File: src/clkbuf_regs_pkg.sv
// Shared constants for the serial register bank of the clock buffer
package clkbuf_regs_pkg;

  // Target address: write form d4, read form d5
  localparam logic [6:0] TARGET_ADDR = 7'h6a;
  localparam logic [7:0] TARGET_ADDR_WRITE = 8'hd4;
  localparam logic [7:0] TARGET_ADDR_READ = 8'hd5;

  // Register indices
  localparam logic [7:0] IDX_LOOP_CONTROL = 8'h00;
  localparam logic [7:0] IDX_OUTPUT_ENABLE_RESERVED = 8'h01;
  localparam logic [7:0] IDX_FUNCTION_SELECT_RESERVED = 8'h02;
  localparam logic [7:0] IDX_VENDOR_REVISION_ID = 8'h03;
  localparam logic [7:0] IDX_DEVICE_ID = 8'h04;
  localparam logic [7:0] IDX_READBACK_COUNT = 8'h05;
  localparam int NUM_REGS = 6;

  // Field positions in loop_control
  localparam int REGISTER_OVERRIDE_SELECT_BIT = 7;
  localparam int LOOP_BANDWIDTH_SELECT_BIT = 1;
  localparam int LOOP_ENGAGE_BIT = 0;

  // Values after reset
  localparam logic [7:0] LOOP_CONTROL_RESET = 8'h83;
  localparam logic [7:0] RESERVED_RESET = 8'h00;
  localparam logic [7:0] READBACK_COUNT_RESET = 8'h06;

  // Bus phase counts
  localparam logic [3:0] BITS_PER_BYTE = 4'h8;
  localparam logic [7:0] BYTE_NUM_ADDR = 8'h00;
  localparam logic [7:0] BYTE_NUM_INDEX = 8'h01;
  localparam logic [7:0] BYTE_NUM_COUNT = 8'h02;

  typedef enum logic [2:0] {
    ST_IDLE = 3'b000,
    ST_RX = 3'b001,
    ST_RX_ACK = 3'b010,
    ST_TX = 3'b011,
    ST_TX_ACK = 3'b100
  } bus_state_t;

  // Bytes that a write may change; identification bytes are read-only
  function automatic logic is_writable(input logic [7:0] idx);
    is_writable = (idx == IDX_LOOP_CONTROL) || (idx == IDX_OUTPUT_ENABLE_RESERVED) ||
                  (idx == IDX_FUNCTION_SELECT_RESERVED) || (idx == IDX_READBACK_COUNT);
  endfunction : is_writable

endpackage : clkbuf_regs_pkg

File: src/clkbuf_smbus_target.sv
// Serial bus target and loop control outputs of the clock buffer
//
// How it works
// - Answer target address d4 write, d5 read.
// - Bit 7 set: bandwidth follows pin, loop stays engaged; resets one.
// - Bit 1 picks high or low bandwidth.
// - Bit 0 clear bypasses loop; default engaged.
// - Reserved bytes are storage with no function.
// - Byte three returns revision and maker nibbles.
// - Byte four returns fixed device code, read-only.
// - Byte five sets read count, resets six.
// - Block write: index, count, data; all acknowledged.
// - Block read: count then data from index.
`timescale 1ns/1ps
`default_nettype none
module clkbuf_smbus_target
  import clkbuf_regs_pkg::*;
#(
  // Identification values are arbitrary
  parameter logic [3:0] REVISION_CODE = 4'h2,
  parameter logic [3:0] MAKER_CODE = 4'h5,
  parameter logic [7:0] DEVICE_CODE = 8'h3c
) (
  // Clock and reset
  input wire logic core_clk,
  input wire logic rstn,
  // Serial bus pins, data is open drain
  input wire logic smb_clk,
  input wire logic smb_data_in,
  output logic smb_data_out,
  output logic smb_data_oe_n,
  // Loop control
  input wire logic bandwidth_pin,
  output logic loop_bandwidth_select,
  output logic loop_engage
);

  logic [1:0] clk_sync;
  logic [1:0] data_sync;
  logic [1:0] bw_sync;
  logic scl_prev;
  logic sda_prev;
  logic scl_rise;
  logic scl_fall;
  logic start_seen;
  logic stop_seen;

  bus_state_t state;
  logic [3:0] bit_cnt;
  logic [7:0] shift;
  logic [7:0] byte_num;
  logic [7:0] index;
  logic reading;
  logic send_count;
  logic ack_this;
  logic host_nack;
  logic wr_en;
  logic [7:0] rd_data;
  logic [7:0] loop_control;
  logic [7:0] readback_count;

  // Pins are asynchronous, two flops before use
  always_ff @(posedge core_clk) begin
    if (!rstn) begin
      clk_sync <= 2'b11;
      data_sync <= 2'b11;
      // Idle at high bandwidth so pin mode shows no dip after reset
      bw_sync <= 2'b11;
    end else begin
      clk_sync <= {clk_sync[0], smb_clk};
      data_sync <= {data_sync[0], smb_data_in};
      bw_sync <= {bw_sync[0], bandwidth_pin};
    end
  end

  always_ff @(posedge core_clk) begin
    if (!rstn) begin
      scl_prev <= 1'b1;
      sda_prev <= 1'b1;
    end else begin
      scl_prev <= clk_sync[1];
      sda_prev <= data_sync[1];
    end
  end

  assign scl_rise = clk_sync[1] && !scl_prev;
  assign scl_fall = !clk_sync[1] && scl_prev;
  // Data moving while the clock is high marks start or stop
  assign start_seen = clk_sync[1] && scl_prev && sda_prev && !data_sync[1];
  assign stop_seen = clk_sync[1] && scl_prev && !sda_prev && data_sync[1];

  // Write strobe on the last bit of a data byte of a write
  assign wr_en = (state == ST_RX) && scl_fall && (bit_cnt == BITS_PER_BYTE) &&
                 (byte_num > BYTE_NUM_COUNT);

  always_ff @(posedge core_clk) begin
    if (!rstn) begin
      state <= ST_IDLE;
      bit_cnt <= 4'h0;
      shift <= 8'h00;
      byte_num <= 8'h00;
      index <= 8'h00;
      reading <= 1'b0;
      send_count <= 1'b0;
      ack_this <= 1'b0;
      host_nack <= 1'b0;
    end else if (start_seen) begin
      // Repeated start keeps the index for the read that follows
      state <= ST_RX;
      bit_cnt <= 4'h0;
      byte_num <= BYTE_NUM_ADDR;
      reading <= 1'b0;
    end else if (stop_seen) begin
      state <= ST_IDLE;
    end else begin
      case (state)
        ST_IDLE: begin
          bit_cnt <= 4'h0;
        end
        ST_RX: begin
          if (scl_rise && bit_cnt != BITS_PER_BYTE) begin
            shift <= {shift[6:0], data_sync[1]};
            bit_cnt <= bit_cnt + 4'h1;
          end else if (scl_fall && bit_cnt == BITS_PER_BYTE) begin
            bit_cnt <= 4'h0;
            state <= ST_RX_ACK;
            ack_this <= 1'b1;
            if (byte_num == BYTE_NUM_ADDR) begin
              if (shift[7:1] == TARGET_ADDR) begin
                reading <= shift[0];
                send_count <= shift[0];
              end else begin
                ack_this <= 1'b0;
                state <= ST_IDLE;
              end
            end else if (byte_num == BYTE_NUM_INDEX) begin
              index <= shift;
            end else if (byte_num > BYTE_NUM_COUNT) begin
              index <= index + 8'h01;
            end
            if (byte_num != 8'hff) begin
              byte_num <= byte_num + 8'h01;
            end
          end
        end
        ST_RX_ACK: begin
          if (scl_fall) begin
            ack_this <= 1'b0;
            if (reading) begin
              state <= ST_TX;
              shift <= readback_count;
            end else begin
              state <= ST_RX;
            end
          end
        end
        ST_TX: begin
          if (scl_fall) begin
            if (bit_cnt == BITS_PER_BYTE - 4'h1) begin
              bit_cnt <= 4'h0;
              state <= ST_TX_ACK;
              if (!send_count) begin
                index <= index + 8'h01;
              end
              send_count <= 1'b0;
            end else begin
              shift <= {shift[6:0], 1'b0};
              bit_cnt <= bit_cnt + 4'h1;
            end
          end
        end
        ST_TX_ACK: begin
          if (scl_rise) begin
            host_nack <= data_sync[1];
          end else if (scl_fall) begin
            // Not-acknowledge ends the read
            if (host_nack) begin
              state <= ST_IDLE;
            end else begin
              state <= ST_TX;
              shift <= rd_data;
            end
          end
        end
        default: state <= ST_IDLE;
      endcase
    end
  end

  // Open drain: only ever pull low
  always_ff @(posedge core_clk) begin
    if (!rstn) begin
      smb_data_out <= 1'b0;
      smb_data_oe_n <= 1'b1;
    end else begin
      smb_data_out <= 1'b0;
      case (state)
        ST_RX_ACK: smb_data_oe_n <= !ack_this;
        ST_TX: smb_data_oe_n <= shift[7];
        default: smb_data_oe_n <= 1'b1;
      endcase
    end
  end

  always_ff @(posedge core_clk) begin
    if (!rstn) begin
      loop_bandwidth_select <= 1'b1;
      loop_engage <= 1'b1;
    end else if (loop_control[REGISTER_OVERRIDE_SELECT_BIT]) begin
      // No bypass pin exists, so pin mode keeps the loop engaged
      loop_bandwidth_select <= bw_sync[1];
      loop_engage <= 1'b1;
    end else begin
      loop_bandwidth_select <= loop_control[LOOP_BANDWIDTH_SELECT_BIT];
      loop_engage <= loop_control[LOOP_ENGAGE_BIT];
    end
  end

  clkbuf_reg_bank #(
    .REVISION_CODE(REVISION_CODE),
    .MAKER_CODE(MAKER_CODE),
    .DEVICE_CODE(DEVICE_CODE)
  ) u_bank (
    .core_clk(core_clk),
    .rstn(rstn),
    .wr_en(wr_en),
    .wr_idx(index),
    .wr_data(shift),
    .rd_idx(index),
    .rd_data(rd_data),
    .loop_control(loop_control),
    .readback_count(readback_count)
  );

endmodule : clkbuf_smbus_target
`default_nettype wire

File: src/clkbuf_reg_bank.sv
// Byte-wide register storage with registered read data
`timescale 1ns/1ps
`default_nettype none
module clkbuf_reg_bank
  import clkbuf_regs_pkg::*;
#(
  parameter logic [3:0] REVISION_CODE = 4'h2,
  parameter logic [3:0] MAKER_CODE = 4'h5,
  parameter logic [7:0] DEVICE_CODE = 8'h3c
) (
  // Clock and reset
  input wire logic core_clk,
  input wire logic rstn,
  // Write side
  input wire logic wr_en,
  input wire logic [7:0] wr_idx,
  input wire logic [7:0] wr_data,
  // Read side
  input wire logic [7:0] rd_idx,
  output logic [7:0] rd_data,
  // Fields used by the block
  output logic [7:0] loop_control,
  output logic [7:0] readback_count
);

  logic [7:0] output_enable_reserved;
  logic [7:0] function_select_reserved;

  always_ff @(posedge core_clk) begin
    if (!rstn) begin
      loop_control <= LOOP_CONTROL_RESET;
      output_enable_reserved <= RESERVED_RESET;
      function_select_reserved <= RESERVED_RESET;
      readback_count <= READBACK_COUNT_RESET;
    end else if (wr_en && is_writable(wr_idx)) begin
      case (wr_idx)
        IDX_LOOP_CONTROL: loop_control <= wr_data;
        IDX_OUTPUT_ENABLE_RESERVED: output_enable_reserved <= wr_data;
        IDX_FUNCTION_SELECT_RESERVED: function_select_reserved <= wr_data;
        IDX_READBACK_COUNT: readback_count <= wr_data;
        default: loop_control <= loop_control;
      endcase
    end
  end

  always_ff @(posedge core_clk) begin
    if (!rstn) begin
      rd_data <= 8'h00;
    end else begin
      case (rd_idx)
        IDX_LOOP_CONTROL: rd_data <= loop_control;
        IDX_OUTPUT_ENABLE_RESERVED: rd_data <= output_enable_reserved;
        IDX_FUNCTION_SELECT_RESERVED: rd_data <= function_select_reserved;
        IDX_VENDOR_REVISION_ID: rd_data <= {REVISION_CODE, MAKER_CODE};
        IDX_DEVICE_ID: rd_data <= DEVICE_CODE;
        IDX_READBACK_COUNT: rd_data <= readback_count;
        default: rd_data <= 8'h00;
      endcase
    end
  end

endmodule : clkbuf_reg_bank
`default_nettype wire

File: config.mk
export PLATFORM = sky130hd
export DESIGN_NAME = clkbuf_smbus_target
export DESIGN_NICKNAME = d
export VERILOG_FILES = /design/src/clkbuf_regs_pkg.sv /design/src/clkbuf_smbus_target.sv /design/src/clkbuf_reg_bank.sv
export SDC_FILE = /design/constraint.sdc
export NUM_CORES = 1
export LEC_CHECK = 0
export ABC_AREA = 1
export BUFFER_PORTS_ARGS = -buffer_cell sky130_fd_sc_hd__buf_2
export CELL_PAD_IN_SITES_DETAIL_PLACEMENT = 1
export CELL_PAD_IN_SITES_GLOBAL_PLACEMENT = 2
export CORE_MARGIN = 1
export CORE_UTILIZATION = 40
export CTS_BUF_LIST = sky130_fd_sc_hd__clkbuf_8
export DETAILED_ROUTE_END_ITERATION = 8
export PLACE_DENSITY_LB_ADDON = 0.1
export SLEW_MARGIN = 20
export SYNTH_ARGS = -nofsm -noshare
export SYNTH_HDL_FRONTEND = slang
export SYNTH_SLANG_ARGS = --single-unit
File: constraint.sdc
create_clock -name core_clk -period 2.9 [get_ports core_clk]
set_input_delay 0.29 -clock core_clk [delete_from_list [all_inputs] [get_ports core_clk]]
set_output_delay 0.29 -clock core_clk [all_outputs]
set_load 0.01 [all_outputs]
; Word-level counts from Yosys, hierarchy flattened
; Index checks and enable logic that the tools add are counted.
[word_totals]
reg_bits = 86
out_inout_bits = 4
wordCells = 170
[op_classes]
addsub = 3
magnitude_cmp = 1
eq_ne = 40
muxes = 53
n_bitwise = 5
reduce_logical = 45
[ops]
columns = op, n
row1 = 2-to-1 mux 8 bit, 16
row2 = one-hot mux 8 bit (6 select lines), 1
row3 = one-hot mux 8 bit (4 select lines), 1
row4 = != test 4 bit (second input constant), 7
row5 = != test 2 bit (second input constant), 11
row6 = 2-to-1 mux 3 bit, 7
row7 = adder 8 x 1 -> 8 bit (second input constant), 2
row8 = == test 8 x 1 -> 1 bit (second input constant), 2
row9 = == test 8 x 2 -> 1 bit (second input constant), 2
row10 = == test 8 x 3 -> 1 bit (second input constant), 2
row11 = logical NOT 8 bit, 2
row12 = 2-to-1 mux 4 bit, 4
row13 = one-hot mux 8 bit (2 select lines), 1
row14 = AND reduction 8 bit, 2
row15 = one-hot mux 3 bit (5 select lines), 1
row16 = 2-to-1 mux 1 bit, 14
row17 = logical AND 1 bit, 13
row18 = one-hot mux 4 bit (3 select lines), 1
row19 = AND reduction 6 bit, 2
row20 = AND reduction 11 bit, 1
row21 = AND reduction 10 bit, 1
row22 = AND reduction 9 bit, 1
row23 = > comparator 8 x 2 -> 1 bit (second input constant), 1
row24 = 2-to-1 mux 2 bit, 4
row25 = other kinds (25), 48

; Logic depth before layout (Yosys ltp)
; Gate-level depths: netlist of run 1.
[depth]
word_depth = 8
mapped_depth = 14
ltp_nobuf = 13

; Cells and area by module
; Synthesis of run 1 repeated with hierarchy kept, for this count alone.
[hier_totals]
cells_unflattened = 709
hier_area_um2 = 4624.4
[by_module_without_submodules]
columns = mod, n_inst, cells_each, area_each_um2, seq_area_each_um2
row1 = clkbuf_smbus_target, 1, 427, 2697.6, 920.9
row2 = clkbuf_reg_bank, 1, 282, 1926.8, 800.8

; Least setup slack after synthesis of run 1
; No wires, ideal clock.
[synth_path]
path_type = register to register
from = register byte_num[0]
to = register index[5]
setup_time_ns = 0.113
arrival_ns = 1.549
slack_ns = 1.238
stages_incl_launch_ff = 15
path_buffers = 1
synth_period_minus_slack_ns = 1.662
path_cell_list = dfxtp_1 -> inv_1 -> ha_1 -> inv_1 -> nand2_1 -> nand2_1 -> nor2_1 -> nand2_1 -> nand2_1 -> nand2_1 -> nand3_4 -> buf_6 -> nand2_1 -> nand2_1 -> nor2_1
[synth_between]
elab_chain_cells = 6
elab_cells_between_ends = 11
cone_classes = order compare: 1 / eq/ne: 3 / mux: 5 / reduce/logical: 2
[synth_lines]
columns = item, line_no
row1 = start: declaration, clkbuf_smbus_target.sv:51  ; logic [7:0] byte_num;
row2 = start signal: assignment, clkbuf_smbus_target.sv:142  ; byte_num <= byte_num + 8'h01;
row3 = branches (longest 6 deep; another with > comparator 8 x 2 -> 1 bit), n/a
row4 = end signal: assignment, clkbuf_smbus_target.sv:137  ; index <= shift;
row5 = end signal: assignment, clkbuf_smbus_target.sv:139  ; index <= index + 8'h01;
row6 = end signal: assignment, clkbuf_smbus_target.sv:163  ; index <= index + 8'h01;
row7 = end: declaration, clkbuf_smbus_target.sv:52  ; logic [7:0] index;
; Several ways; the timed one is not identified. The select of a mux whose other input is x is not followed.
; A chain may end at the register's enable or synchronous reset.

; Worst setup path in the final report of run 1
[layout_path]
from = register state[1]
to = register shift[4]
[layout_between]
elab_chain_cells = 3
elab_cells_between_ends = 15
cone_classes = eq/ne: 12 / mux: 1 / reduce/logical: 2
[layout_lines]
columns = item, line_no
row1 = start: declaration, clkbuf_smbus_target.sv:48  ; bus_state_t state;
row2 = start signal: assignment, clkbuf_smbus_target.sv:98  ; state <= ST_IDLE;
row3 = start signal: assignment, clkbuf_smbus_target.sv:109  ; state <= ST_RX;
row4 = start signal: assignment, clkbuf_smbus_target.sv:114  ; state <= ST_IDLE;
row5 = "== test 3 x 2 -> 1 bit, or another cell as far along", clkbuf_smbus_target.sv:116  ; case (state)
row6 = "!= test 2 bit (no source line), or another cell as far along", n/a
row7 = AND reduction 11 bit (no source line), n/a
row8 = end signal: assignment, clkbuf_smbus_target.sv:122  ; shift <= {shift[6:0], data_sync[1]};
row9 = end signal: assignment, clkbuf_smbus_target.sv:151  ; shift <= readback_count;
row10 = end signal: assignment, clkbuf_smbus_target.sv:167  ; shift <= {shift[6:0], 1'b0};
row11 = end: declaration, clkbuf_smbus_target.sv:50  ; logic [7:0] shift;
; Parallel ways exist; a longest one is shown, timed or not.

==> results of run 1 <==
report_power, final:
group / switching, mW / internal, mW
Combinational: 0.338 / 0.143
Sequential: 0.0781 / 1.24
Clock: 0.451 / 0.568
cell usage in the layout, fill, tap and decap left out, types with 2 or more instances in the layout:
cell        count
nor2_8          2
a211oi_1        9
clkinvlp_4      2
nand3_2         2
inv_1          80
buf_2           7
inv_2           2
nand2_1       176
nand3_4         3
dfxtp_1        86
o211ai_1        3
or2_2           6
xnor2_1         2
xor2_1          6
bufinv_16       3
buf_4           2
a21oi_1        45
o22ai_1         5
o21ai_0        38
nor2_4          2
nor2_2          3
nand2_2         6
nor2_1        122
nor3_1          6
clkbuf_8        9
nand3_1        27
nand4_1         6
ha_1           10
area by class of cell:
cell class / instances / area [um2] / area share [%]
Sequential cell: 86 / 1720 / 35.4
Multi-Input combinational cell: 489 / 2360 / 48.7
Clock buffer: 9 / 124 / 2.55
Inverter: 82 / 308 / 6.34
Tap cell: 140 / 175 / 3.61
Timing Repair Buffer: 9 / 50.0 / 1.03
Clock inverter: 7 / 114 / 2.34
through the flow:
stage               setup WS, ns  std cells  area (um2)  hold WS (ns)
floorplan                   1.24        680        4540         0.393
global placement           0.905        806        4620         0.395
detailed placement         0.764        806        4620         0.403
CTS                        0.732        822        4860        0.0818
global route               0.477        822        4860        0.0794
finish                     0.708        822        4860         0.103
state kept, by name, indices dropped and copies added, names as in the netlist, 2 cells and up:
signal and count:
u_bank.rd_data 8, u_bank.readback_count 8, clk_sync 2, u_bank.loop_control 8
bw_sync 2, state 3, u_bank.function_select_reserved 8, bit_cnt 4
u_bank.output_enable_reserved 8, data_sync 2, shift 8, index 8
byte_num 8
logic make-up after synthesis:
kind of cell / Yosys count
other: 1
flip-flops: 86
XOR/XNOR: 8
adder cells (fa/ha/maj): 10
AND/OR/NAND/NOR: 364
AO/OA/AOI/OAI: 106
buffers and inverters: 105
worst max-delay path: stages, from the launching register on:
cell,delay (ns)
dfxtp_1,0.56
nor2_1,0.13
nand2_1,0.10
inv_1,0.19
nand2_1,0.20
nand3_2,0.11
nor2_2,0.49
nand3_1,0.18
nand2_1,0.10
nor2_1,0.04
path summary, 6_finish.rpt:
kind / startpoint / to / slack (ns) / depth (start not counted)
hold / removal: bandwidth_pin / bw_sync[0] / 0.10 / 2
setup reg to reg: state[1] / shift[4] / 0.71 / 9
setup / recovery: state[1] / shift[4] / 0.71 / 9
hold reg to reg: data_sync[0] / data_sync[1] / 0.42 / 1
per-layer routing:
metal | global-route usage (%) | routed length [um] | share of wire (%)
met5 | 0 | 0 | 0
met4 | 7.43 | 128 | 1.0
met3 | 3.32 | 271 | 2.1
met2 | 38.2 | 5870 | 46
met1 | 31.8 | 6400 | 51
==> results.md, run 1 <==
* Initial Utilization at 41.5%
* DRC at 0
* Most instantiated cells after synthesis: nand2_1, nor2_1, dfxtp_1, inv_1, a21oi_1
* Layout Utilization at 44.4%
* Grt ovf at 0
* Die Span X at 109 um
* P&R area growth vs syn at 7.03%
* Status: complete, no violations
* Ranking of synthesized cells by area: dfxtp_1, nand2_1, nor2_1
* Routed Antenna Nets at 0
* Synth Flop Type: dfxtp_1
* Yosys cell types at 38
* EDFF count, synth at 0
* Share of layout cells above drive strength 1 at 7.77%
* Leakage at 2.24 nW
* CTS tree: done
* Syn Inst Count at 680
* CP Capture Type: flop
* Async SR Flop Fraction at 0%
* Setup repair bufs after CTS at 0
* CTS Root Cell: clkbuf_8
* Final setup fails at 0
* Min Tclk post-route at 2.19 ns
* Syn nets at 695
* Multiplexer share of the synthesized area at 0%
* Drt wl/cell at 15.4 um
* Post-synthesis adder-cell area fraction at 2.76%
* Wirelength, routed at 12.7 mm
* Main combinational cell family by area after synthesis: simple AND/OR/NAND/NOR gates
* CP startpoint kind: flop
* Iteration-0 DRC Markers at 213
* Maximum clock frequency at 0.456 GHz
* Die area at 11,800 um2
* Hpwl dp at 9.40 mm
* Max-slew violation count at 0
* Antenna cells at 0
* Final Hold Vio Count at 0
* Floorplan Core Area at 10,900 um2
* Cts hold-fix bufs at 0
* Largest net degree at the start of global routing at 44
* Crit path kind: reg2reg
* Bufs on Longest Clock Path at 2
* Synth Register Bits at 86
* Peak supply drop at 0.355 mV
* Vias per cell at 5.05
* Initial antenna violation count at 0
* Cts bufs inserted at 9
* Worst-Margin Slew at 0.603 ns
* Synthesis Warnings at 0
* Worst skew pair latency at 0.37 ns
* Placer congestion estimate at 0.855
* Synth Area in Simple Gates at 34.9%
* RSZ-0062 raised after global routing: false
* # IOs at 9
* Register area share after synthesis at 37.9%
* Relative slew slack at 59.8%
* Hold Path Class: in2reg
* First-pass GRT wire length at 21.1 mm
* Max Fanout on Critical Path at 16
* Complex-gate fraction of the synthesized area at 12.8%
* Top-area cell type share of the netlist area at 37.9%
* Syn Area/Cell at 6.67 um2
* Setup_tns at 0 ns
* Post-synth top area cell: dfxtp_1
* Clk sinks at 86
* Clock skew at 0.00860 ns
* Fillcell total at 1,454
* Num rows at 38
* Synth Area in XOR/XNOR at 1.54%
* Vias after detailed routing at 4,155
* Top-count cell post-synth: nand2_1
* Max-cap violations at 0
* Synthesized area at 4540 um2
* Die height at 109 um
* Post_cts resized at 0
* Crit path required time at 3.16 ns
* Reg clk slew, reported paths at 0.09 ns
* Total track usage at 23.5%
* Pre-antenna DRT Iters at 4
* Nets at 692
* Critical path arrival at 2.45 ns
* PwrDens at 580 nW/um2
* PortBufs at 7
* Clock H-tree levels at 3
* Overall power at 2.82 mW
* Vias in the first global route at 4,300
* Tcrit/Tclk final at 75.6%
Power figures use the tool's default switching activity.
==> inputs of run 2 (changes only) <==
CORE_UTILIZATION = 33   (was 40)
clock period = 1.8 ns   (was 2.9 ns; I/O delays follow)
==> results.md, run 2 (synthesis results as in run 1) <==
* Metal-1 WL at 6.99 mm (+9.1%)
* Peak supply drop at 0.465 mV (+31%)
* Status: finished with violations
* Vias per cell at 4.82 (-4.6%)
* Setup slack at placement at -0.0446 ns (-0.809 ns)
* Cts bufs inserted at 9 (unchanged)
* Vias after detailed routing at 4,383 (+5.5%)
* Worst skew pair latency at 0.38 ns (about the same)
* First-pass GRT wire length at 22.1 mm (+5.0%)
* Hold Crit Depth at 4 (+2)
* Min Tclk post-route at 1.80 ns (-0.392 ns)
* Met3 wire length at 361 um (+33%)
* WP buf/inv at 3 (+2)
* Commonest non-fill, non-tap cell in the layout: nand2_1
* PwrDens at 879 nW/um2 (+51%)
* Num rows at 42 (+11%)
* CP startpoint kind: flop
* Reg clk slew, reported paths at 0.10 ns (about the same)
* Max-slew violation count at 0 (unchanged)
* CP Capture Type: flop
* # IOs at 9 (unchanged)
* Critical path arrival at 2.09 ns (-0.36 ns)
* Max Fanout on Critical Path at 7 (-9)
* Hold Path Class: in2reg
* Worst Reg-to-Reg Cells at 11 (+2)
* Leakage at 2.53 nW (+13%)
* Die area at 14,200 um2 (+21%)
* Routed Antenna Nets at 0 (unchanged)
* Relative slew slack at 64.6% (+4.8 points)
* Maximum clock frequency at 0.555 GHz (+22%)
* Commonest non-fill, non-tap cells in the layout: nand2_1, nor2_1, dfxtp_1, inv_1, a21oi_1
* Final Worst Setup Slack at -0.000350 ns (-0.708 ns)
* PortBufs at 7 (unchanged)
* Reg2reg end: u_bank.loop_control[6]
* Overall power at 4.89 mW (+73%)
* Largest net degree at the start of global routing at 44 (unchanged)
* Antenna cells at 0 (unchanged)
* Nets at 743 (+7.4%)
* Vias in the first global route at 4,456 (+3.6%)
* DRC at 0 (unchanged)
* Crit path largest cell delay at 0.36 ns (-0.20 ns)
* Pre-antenna DRT Iters at 4 (unchanged)
* Slowest CP cell: dfxtp_2
* Worst hold slack at 0.327 ns (+0.224 ns)
* Max layer used: met4
* Inst Count DP at 868 (+7.7%)
* Layout Utilization at 41.7% (-2.7 points)
* Layout Cell Area excl Fill at 5570 um2 (+15%)
* Placer congestion estimate at 0.853 (-0.23%)
* Violated checks: negative setup slack
* Final setup fails at 1 (+1)
* Tcrit/Tclk final at 100% (+24 points)
* Share of layout cells above drive strength 1 at 20.5% (+13 points)
* Floorplan Core Area at 13,300 um2 (+22%)
* Initial antenna violation count at 0 (unchanged)
* Clk sinks at 86 (unchanged)
* RSZ-0062 raised after global routing: true
* Startpoint of the worst register-to-register path: bit_cnt[0]
* Drt wl/cell at 15.4 um (+0.18%)
* Initial Utilization at 34.0% (-7.5 points)
* Hpwl dp at 9.78 mm (+4.1%)
* Grt ovf at 0 (unchanged)
* Crit path required time at 2.09 ns (-1.07 ns)
* Clock H-tree levels at 3 (unchanged)
* Iteration-0 DRC Markers at 191 (-10%)
* CTS tree: done
* Die height at 119 um (+9.9%)
* Final Hold Vio Count at 0 (unchanged)
* Die Span X at 119 um (+9.9%)
* Crit path kind: reg2reg
* Clock skew at 0.0133 ns (+0.00467 ns)
* CP Depth at 11 (+2)
* Setup_tns at -0.000350 ns (-0.000350 ns)
* Worst-Margin Slew at 0.531 ns (-0.0715 ns)
* Top cell family by delay on the critical path: simple AND/OR/NAND/NOR gates
* Placed inst area at 4870 um2 (+5.5%)
* Hold Startpoint: rstn
* CTS Root Cell: clkbuf_8
* P&R area growth vs syn at 22.6%
* Bufs on Longest Clock Path at 2 (unchanged)
* Hold endpoint: u_bank.rd_data[0]
* Total track usage at 20.0% (-3.5 points)
* DR WL met2 at 6.57 mm (+12%)
* Finished Layout Cells at 909 (+11%)
* R2r setup slk at -0.0004 ns (-0.71 ns)
* CP Cell Sequence: inv_2 > ha_4 > nand2_4 > nor2_4 > buf_6 > nand3_4 > nor2_8 > nand3_4 > buf_6 > nor2_1 > nor2_2
* Max-cap violations at 0 (unchanged)
* Wirelength, routed at 14.0 mm (+11%)
[run 2: metal layers]
layer,vias up,global-route usage [%]
met5,-,0
met4,0,3.88
met3,10,4.36
met2,33,34.0
met1,2102,25.9
li1,2238,-
[run 2: where the power goes]
group	leakage, nW	internal [mW]	switching [mW]
Combinational	1.71	0.438	0.712
Sequential	0.702	2.00	0.0796
Clock	0.117	0.820	0.837
[run 2: worst min-delay path: stages]
cell and delay, ns:
buf_2 0.09, inv_1 0.05, buf_4 0.23, nor2_1 0.12
[run 2: worst max-delay path by stage]
stage | from | to | slack, ns
5_1_grt | bit_cnt[0] | u_bank.loop_control[3] | -0.08
6_report | bit_cnt[0] | u_bank.loop_control[6] | -0.0004
3_3_place_gp | bit_cnt[0] | index[7] | 0.02
3_5_place_dp | bit_cnt[0] | index[4] | -0.04
2_1_floorplan | byte_num[0] | index[5] | 0.14
4_1_cts | bit_cnt[0] | index[4] | -0.03
[run 2: cell type report]
cell class	instances	area, um2
inverter	82	308
multi-input combinational	492	2570
timing repair buffer	57	492
fill	1745	7780
sequential	86	1730
tap	176	220
clock inverter	7	113
clock buffer	9	124
[run 2: what timing repair did]
item | CTS | global route
endpoints found under the setup margin | 9 | 62
cloned | 1 | 2
resized for setup | 14 | 57
buffers inserted | 3 | 16
pin swaps | 7 | 20
hold buffers | 3 | 0
endpoints found under the hold margin | 3 | 0
==> inputs of run 3 (changes only) <==
--- a/config.mk
+++ b/config.mk
@@ -12,6 +12,6 @@
 export CORE_MARGIN = 1
-export CORE_UTILIZATION = 33
+export CORE_UTILIZATION = 25
 export CTS_BUF_LIST = sky130_fd_sc_hd__clkbuf_8
 export DETAILED_ROUTE_END_ITERATION = 8
-export PLACE_DENSITY_LB_ADDON = 0.1
+export PLACE_DENSITY = 0.66
 export SLEW_MARGIN = 20
--- a/constraint.sdc
+++ b/constraint.sdc
@@ -3,2 +3,2 @@
 set_output_delay 0.18 -clock core_clk [all_outputs]
-set_load 0.01 [all_outputs]
+set_load 0.1 [all_outputs]
==> results.md, run 3 (synthesis results as in run 1) <==
* Status: complete, no violations
* Crit path kind: reg2reg
* Relative slew slack at 65.6% (+1.1 points)
* Iteration-0 DRC Markers at 159 (-17%)
* Power share of the combinational group at 24.4% (+0.9 points)
* Vias per cell at 4.57 (-5.3%)
* Drt wl/cell at 15.0 um (-2.7%)
* Initial antenna violation count at 0 (unchanged)
* Critical path arrival at 2.05 ns (-0.04 ns)
* Final setup fails at 0 (-1)
* Initial Utilization at 25.9% (-8.1 points)
* Routed Antenna Nets at 0 (unchanged)
* Grt ovf at 0 (unchanged)
* CP startpoint kind: flop
* Nets at 740 (-0.40%)
* Leakage at 2.48 nW (-1.6%)
* CP dominant cell by count: nand2_4
* Vias after detailed routing at 4,361 (-0.50%)
* Layout Utilization at 31.7% (-10 points)
* Final Hold Vio Count at 0 (unchanged)
* Max Fanout on Critical Path at 7 (unchanged)
* Seq pwr share at 44.1% (+1.5 points)
* Tcrit/Tclk final at 97.9% (-2.1 points)
* Die area at 18,700 um2 (+31%)
* Clock H-tree levels at 3 (unchanged)
* Vias in the first global route at 4,275 (-4.1%)
* Largest net degree at the start of global routing at 44 (unchanged)
* Worst-Margin Slew at 0.515 ns (-0.0158 ns)
* Sw Ratio at 34.7% (+1.4 points)
* Psw at 1.63 mW (+0.39%)
* Bufs on Longest Clock Path at 2 (unchanged)
* PwrDens at 849 nW/um2 (-3.4%)
* Crit path required time at 2.09 ns (about the same)
* RSZ-0062 raised after global routing: true
* P&R area growth vs syn at 22.4%
* Reg clk slew, reported paths at 0.09 ns (about the same)
* Worst skew pair latency at 0.38 ns (about the same)
* Peak supply drop at 0.498 mV (+7.1%)
* Clock skew at 0.0127 ns (-0.000603 ns)
* Hold Path Class: in2reg
* Total track usage at 15.6% (-4.4 points)
* Cts bufs inserted at 9 (unchanged)
* Top cell family by delay on the critical path: simple AND/OR/NAND/NOR gates
* Overall power at 4.72 mW (-3.6%)
* Max-cap violations at 0 (unchanged)
* Wirelength, routed at 14.4 mm (+2.3%)
* Maximum clock frequency at 0.567 GHz (+2.1%)
* Floorplan Core Area at 17,500 um2 (+31%)
* Num rows at 48 (+14%)
* Placer congestion estimate at 0.799 (-6.4%)
* Clock power share at 31.5% (-2.4 points)
* DRC at 0 (unchanged)
* Slowest CP cell: dfxtp_2
* Die height at 137 um (+15%)
* CTS Root Cell: clkbuf_8
* # IOs at 9 (unchanged)
* First-pass GRT wire length at 22.1 mm (+0.16%)
* CTS tree: done
* Internal power at 3.08 mW (-5.6%)
* Pre-antenna DRT Iters at 4 (unchanged)
* Crit path largest cell delay at 0.35 ns (about the same)
* Max-slew violation count at 0 (unchanged)
* Hpwl dp at 10.0 mm (+2.5%)
* Die Span X at 137 um (+15%)
* Min Tclk post-route at 1.76 ns (-0.0379 ns)
* Commonest non-fill, non-tap cell in the layout: nand2_1
* CP Cell Sequence: inv_2 > ha_4 > nand2_4 > nor2_4 > nand2_2 > nand2_4 > nand2_4 > nor2_4 > buf_6 > nand3_4 > nor2_1 > nor2_1
* Share of layout cells above drive strength 1 at 18.2% (-2.2 points)
* Antenna cells at 0 (unchanged)
* CP Capture Type: flop
* Commonest non-fill, non-tap cells in the layout: nand2_1, nor2_1, dfxtp_1, inv_1, a21oi_1
* PortBufs at 7 (unchanged)
* Clk sinks at 86 (unchanged)
* WP buf/inv at 2 (-1)
[run 3: metrics by stage]
| step | instance area (um2) | setup TNS [ns] | setup WS, ns | hold WS (ns) | cells |
|---|---|---|---|---|---|
| final | 5550 | 0 | 0.0375 | 0.341 | 955 |
| after detailed placement | 4930 | -0.280 | -0.0386 | 0.371 | 917 |
| after floorplan | 4540 | 0 | 0.138 | 0.287 | 680 |
| after CTS | 5230 | 0 | 0.00291 | 0.336 | 938 |
| after global placement | 4930 | 0 | 0.0432 | 0.367 | 917 |
| after global routing | 5550 | -0.859 | -0.0960 | 0.358 | 955 |
[run 3: routing by layer]
metal / GRT usage (%) / vias to the layer above / part of all wire [%]
li1: - / 2229 / -
met1: 18.9 / 2096 / 46
met2: 27.6 / 26 / 51
met3: 2.89 / 10 / 2.2
met4: 5.31 / 0 / 1.3
met5: 0 / - / 0
[run 3: worst min-delay path, delay by kind of cell]
| family | cells | cell delay, ns |
|---|---|---|
| buffers and inverters | 2 | 0.39 |
| AND/OR/NAND/NOR | 1 | 0.12 |
[run 3: area by class of cell]
type | instances | area [um2]
Fill cell | 2243 | 12000
Clock buffer | 10 | 138
Timing Repair Buffer | 54 | 440
Clock inverter | 6 | 68.8
Multi-Input combinational cell | 492 | 2590
Sequential cell | 86 | 1730
Inverter | 82 | 308
Tap cell | 225 | 282
[run 3: worst paths after layout]
| kind | endpoint | cells past startpoint | slack [ns] | startpoint |
|---|---|---|---|---|
| worst max register to register | index[6] | 12 | 0.04 | bit_cnt[1] |
| worst min-delay path | sda_prev | 3 | 0.34 | rstn |
| worst min register to register | bw_sync[1] | 1 | 0.42 | bw_sync[0] |
| worst max-delay path | index[6] | 12 | 0.04 | bit_cnt[1] |
[run 3: power by group through the flow]
| stage | Clock [mW] | Combinational, mW | Sequential, mW |
|---|---|---|---|
| 3_3_place_gp | 0 | 0.943 | 2.12 |
| 5_1_grt | 1.62 | 1.27 | 2.10 |
| 4_1_cts | 1.55 | 1.00 | 2.08 |
| 2_1_floorplan | 0 | 0.630 | 2.10 |
| 6_report | 1.48 | 1.15 | 2.08 |
| 3_5_place_dp | 0 | 0.961 | 2.12 |
[run 3: timing repair]
action | in CTS | in global routing
hold buffers | 3 | 0
gates cloned | 1 | 2
resized for setup | 12 | 47
setup buffers | 1 | 16
pin swaps | 1 | 14
hold endpoints to repair | 3 | 0
setup endpoints to repair | 24 | 62
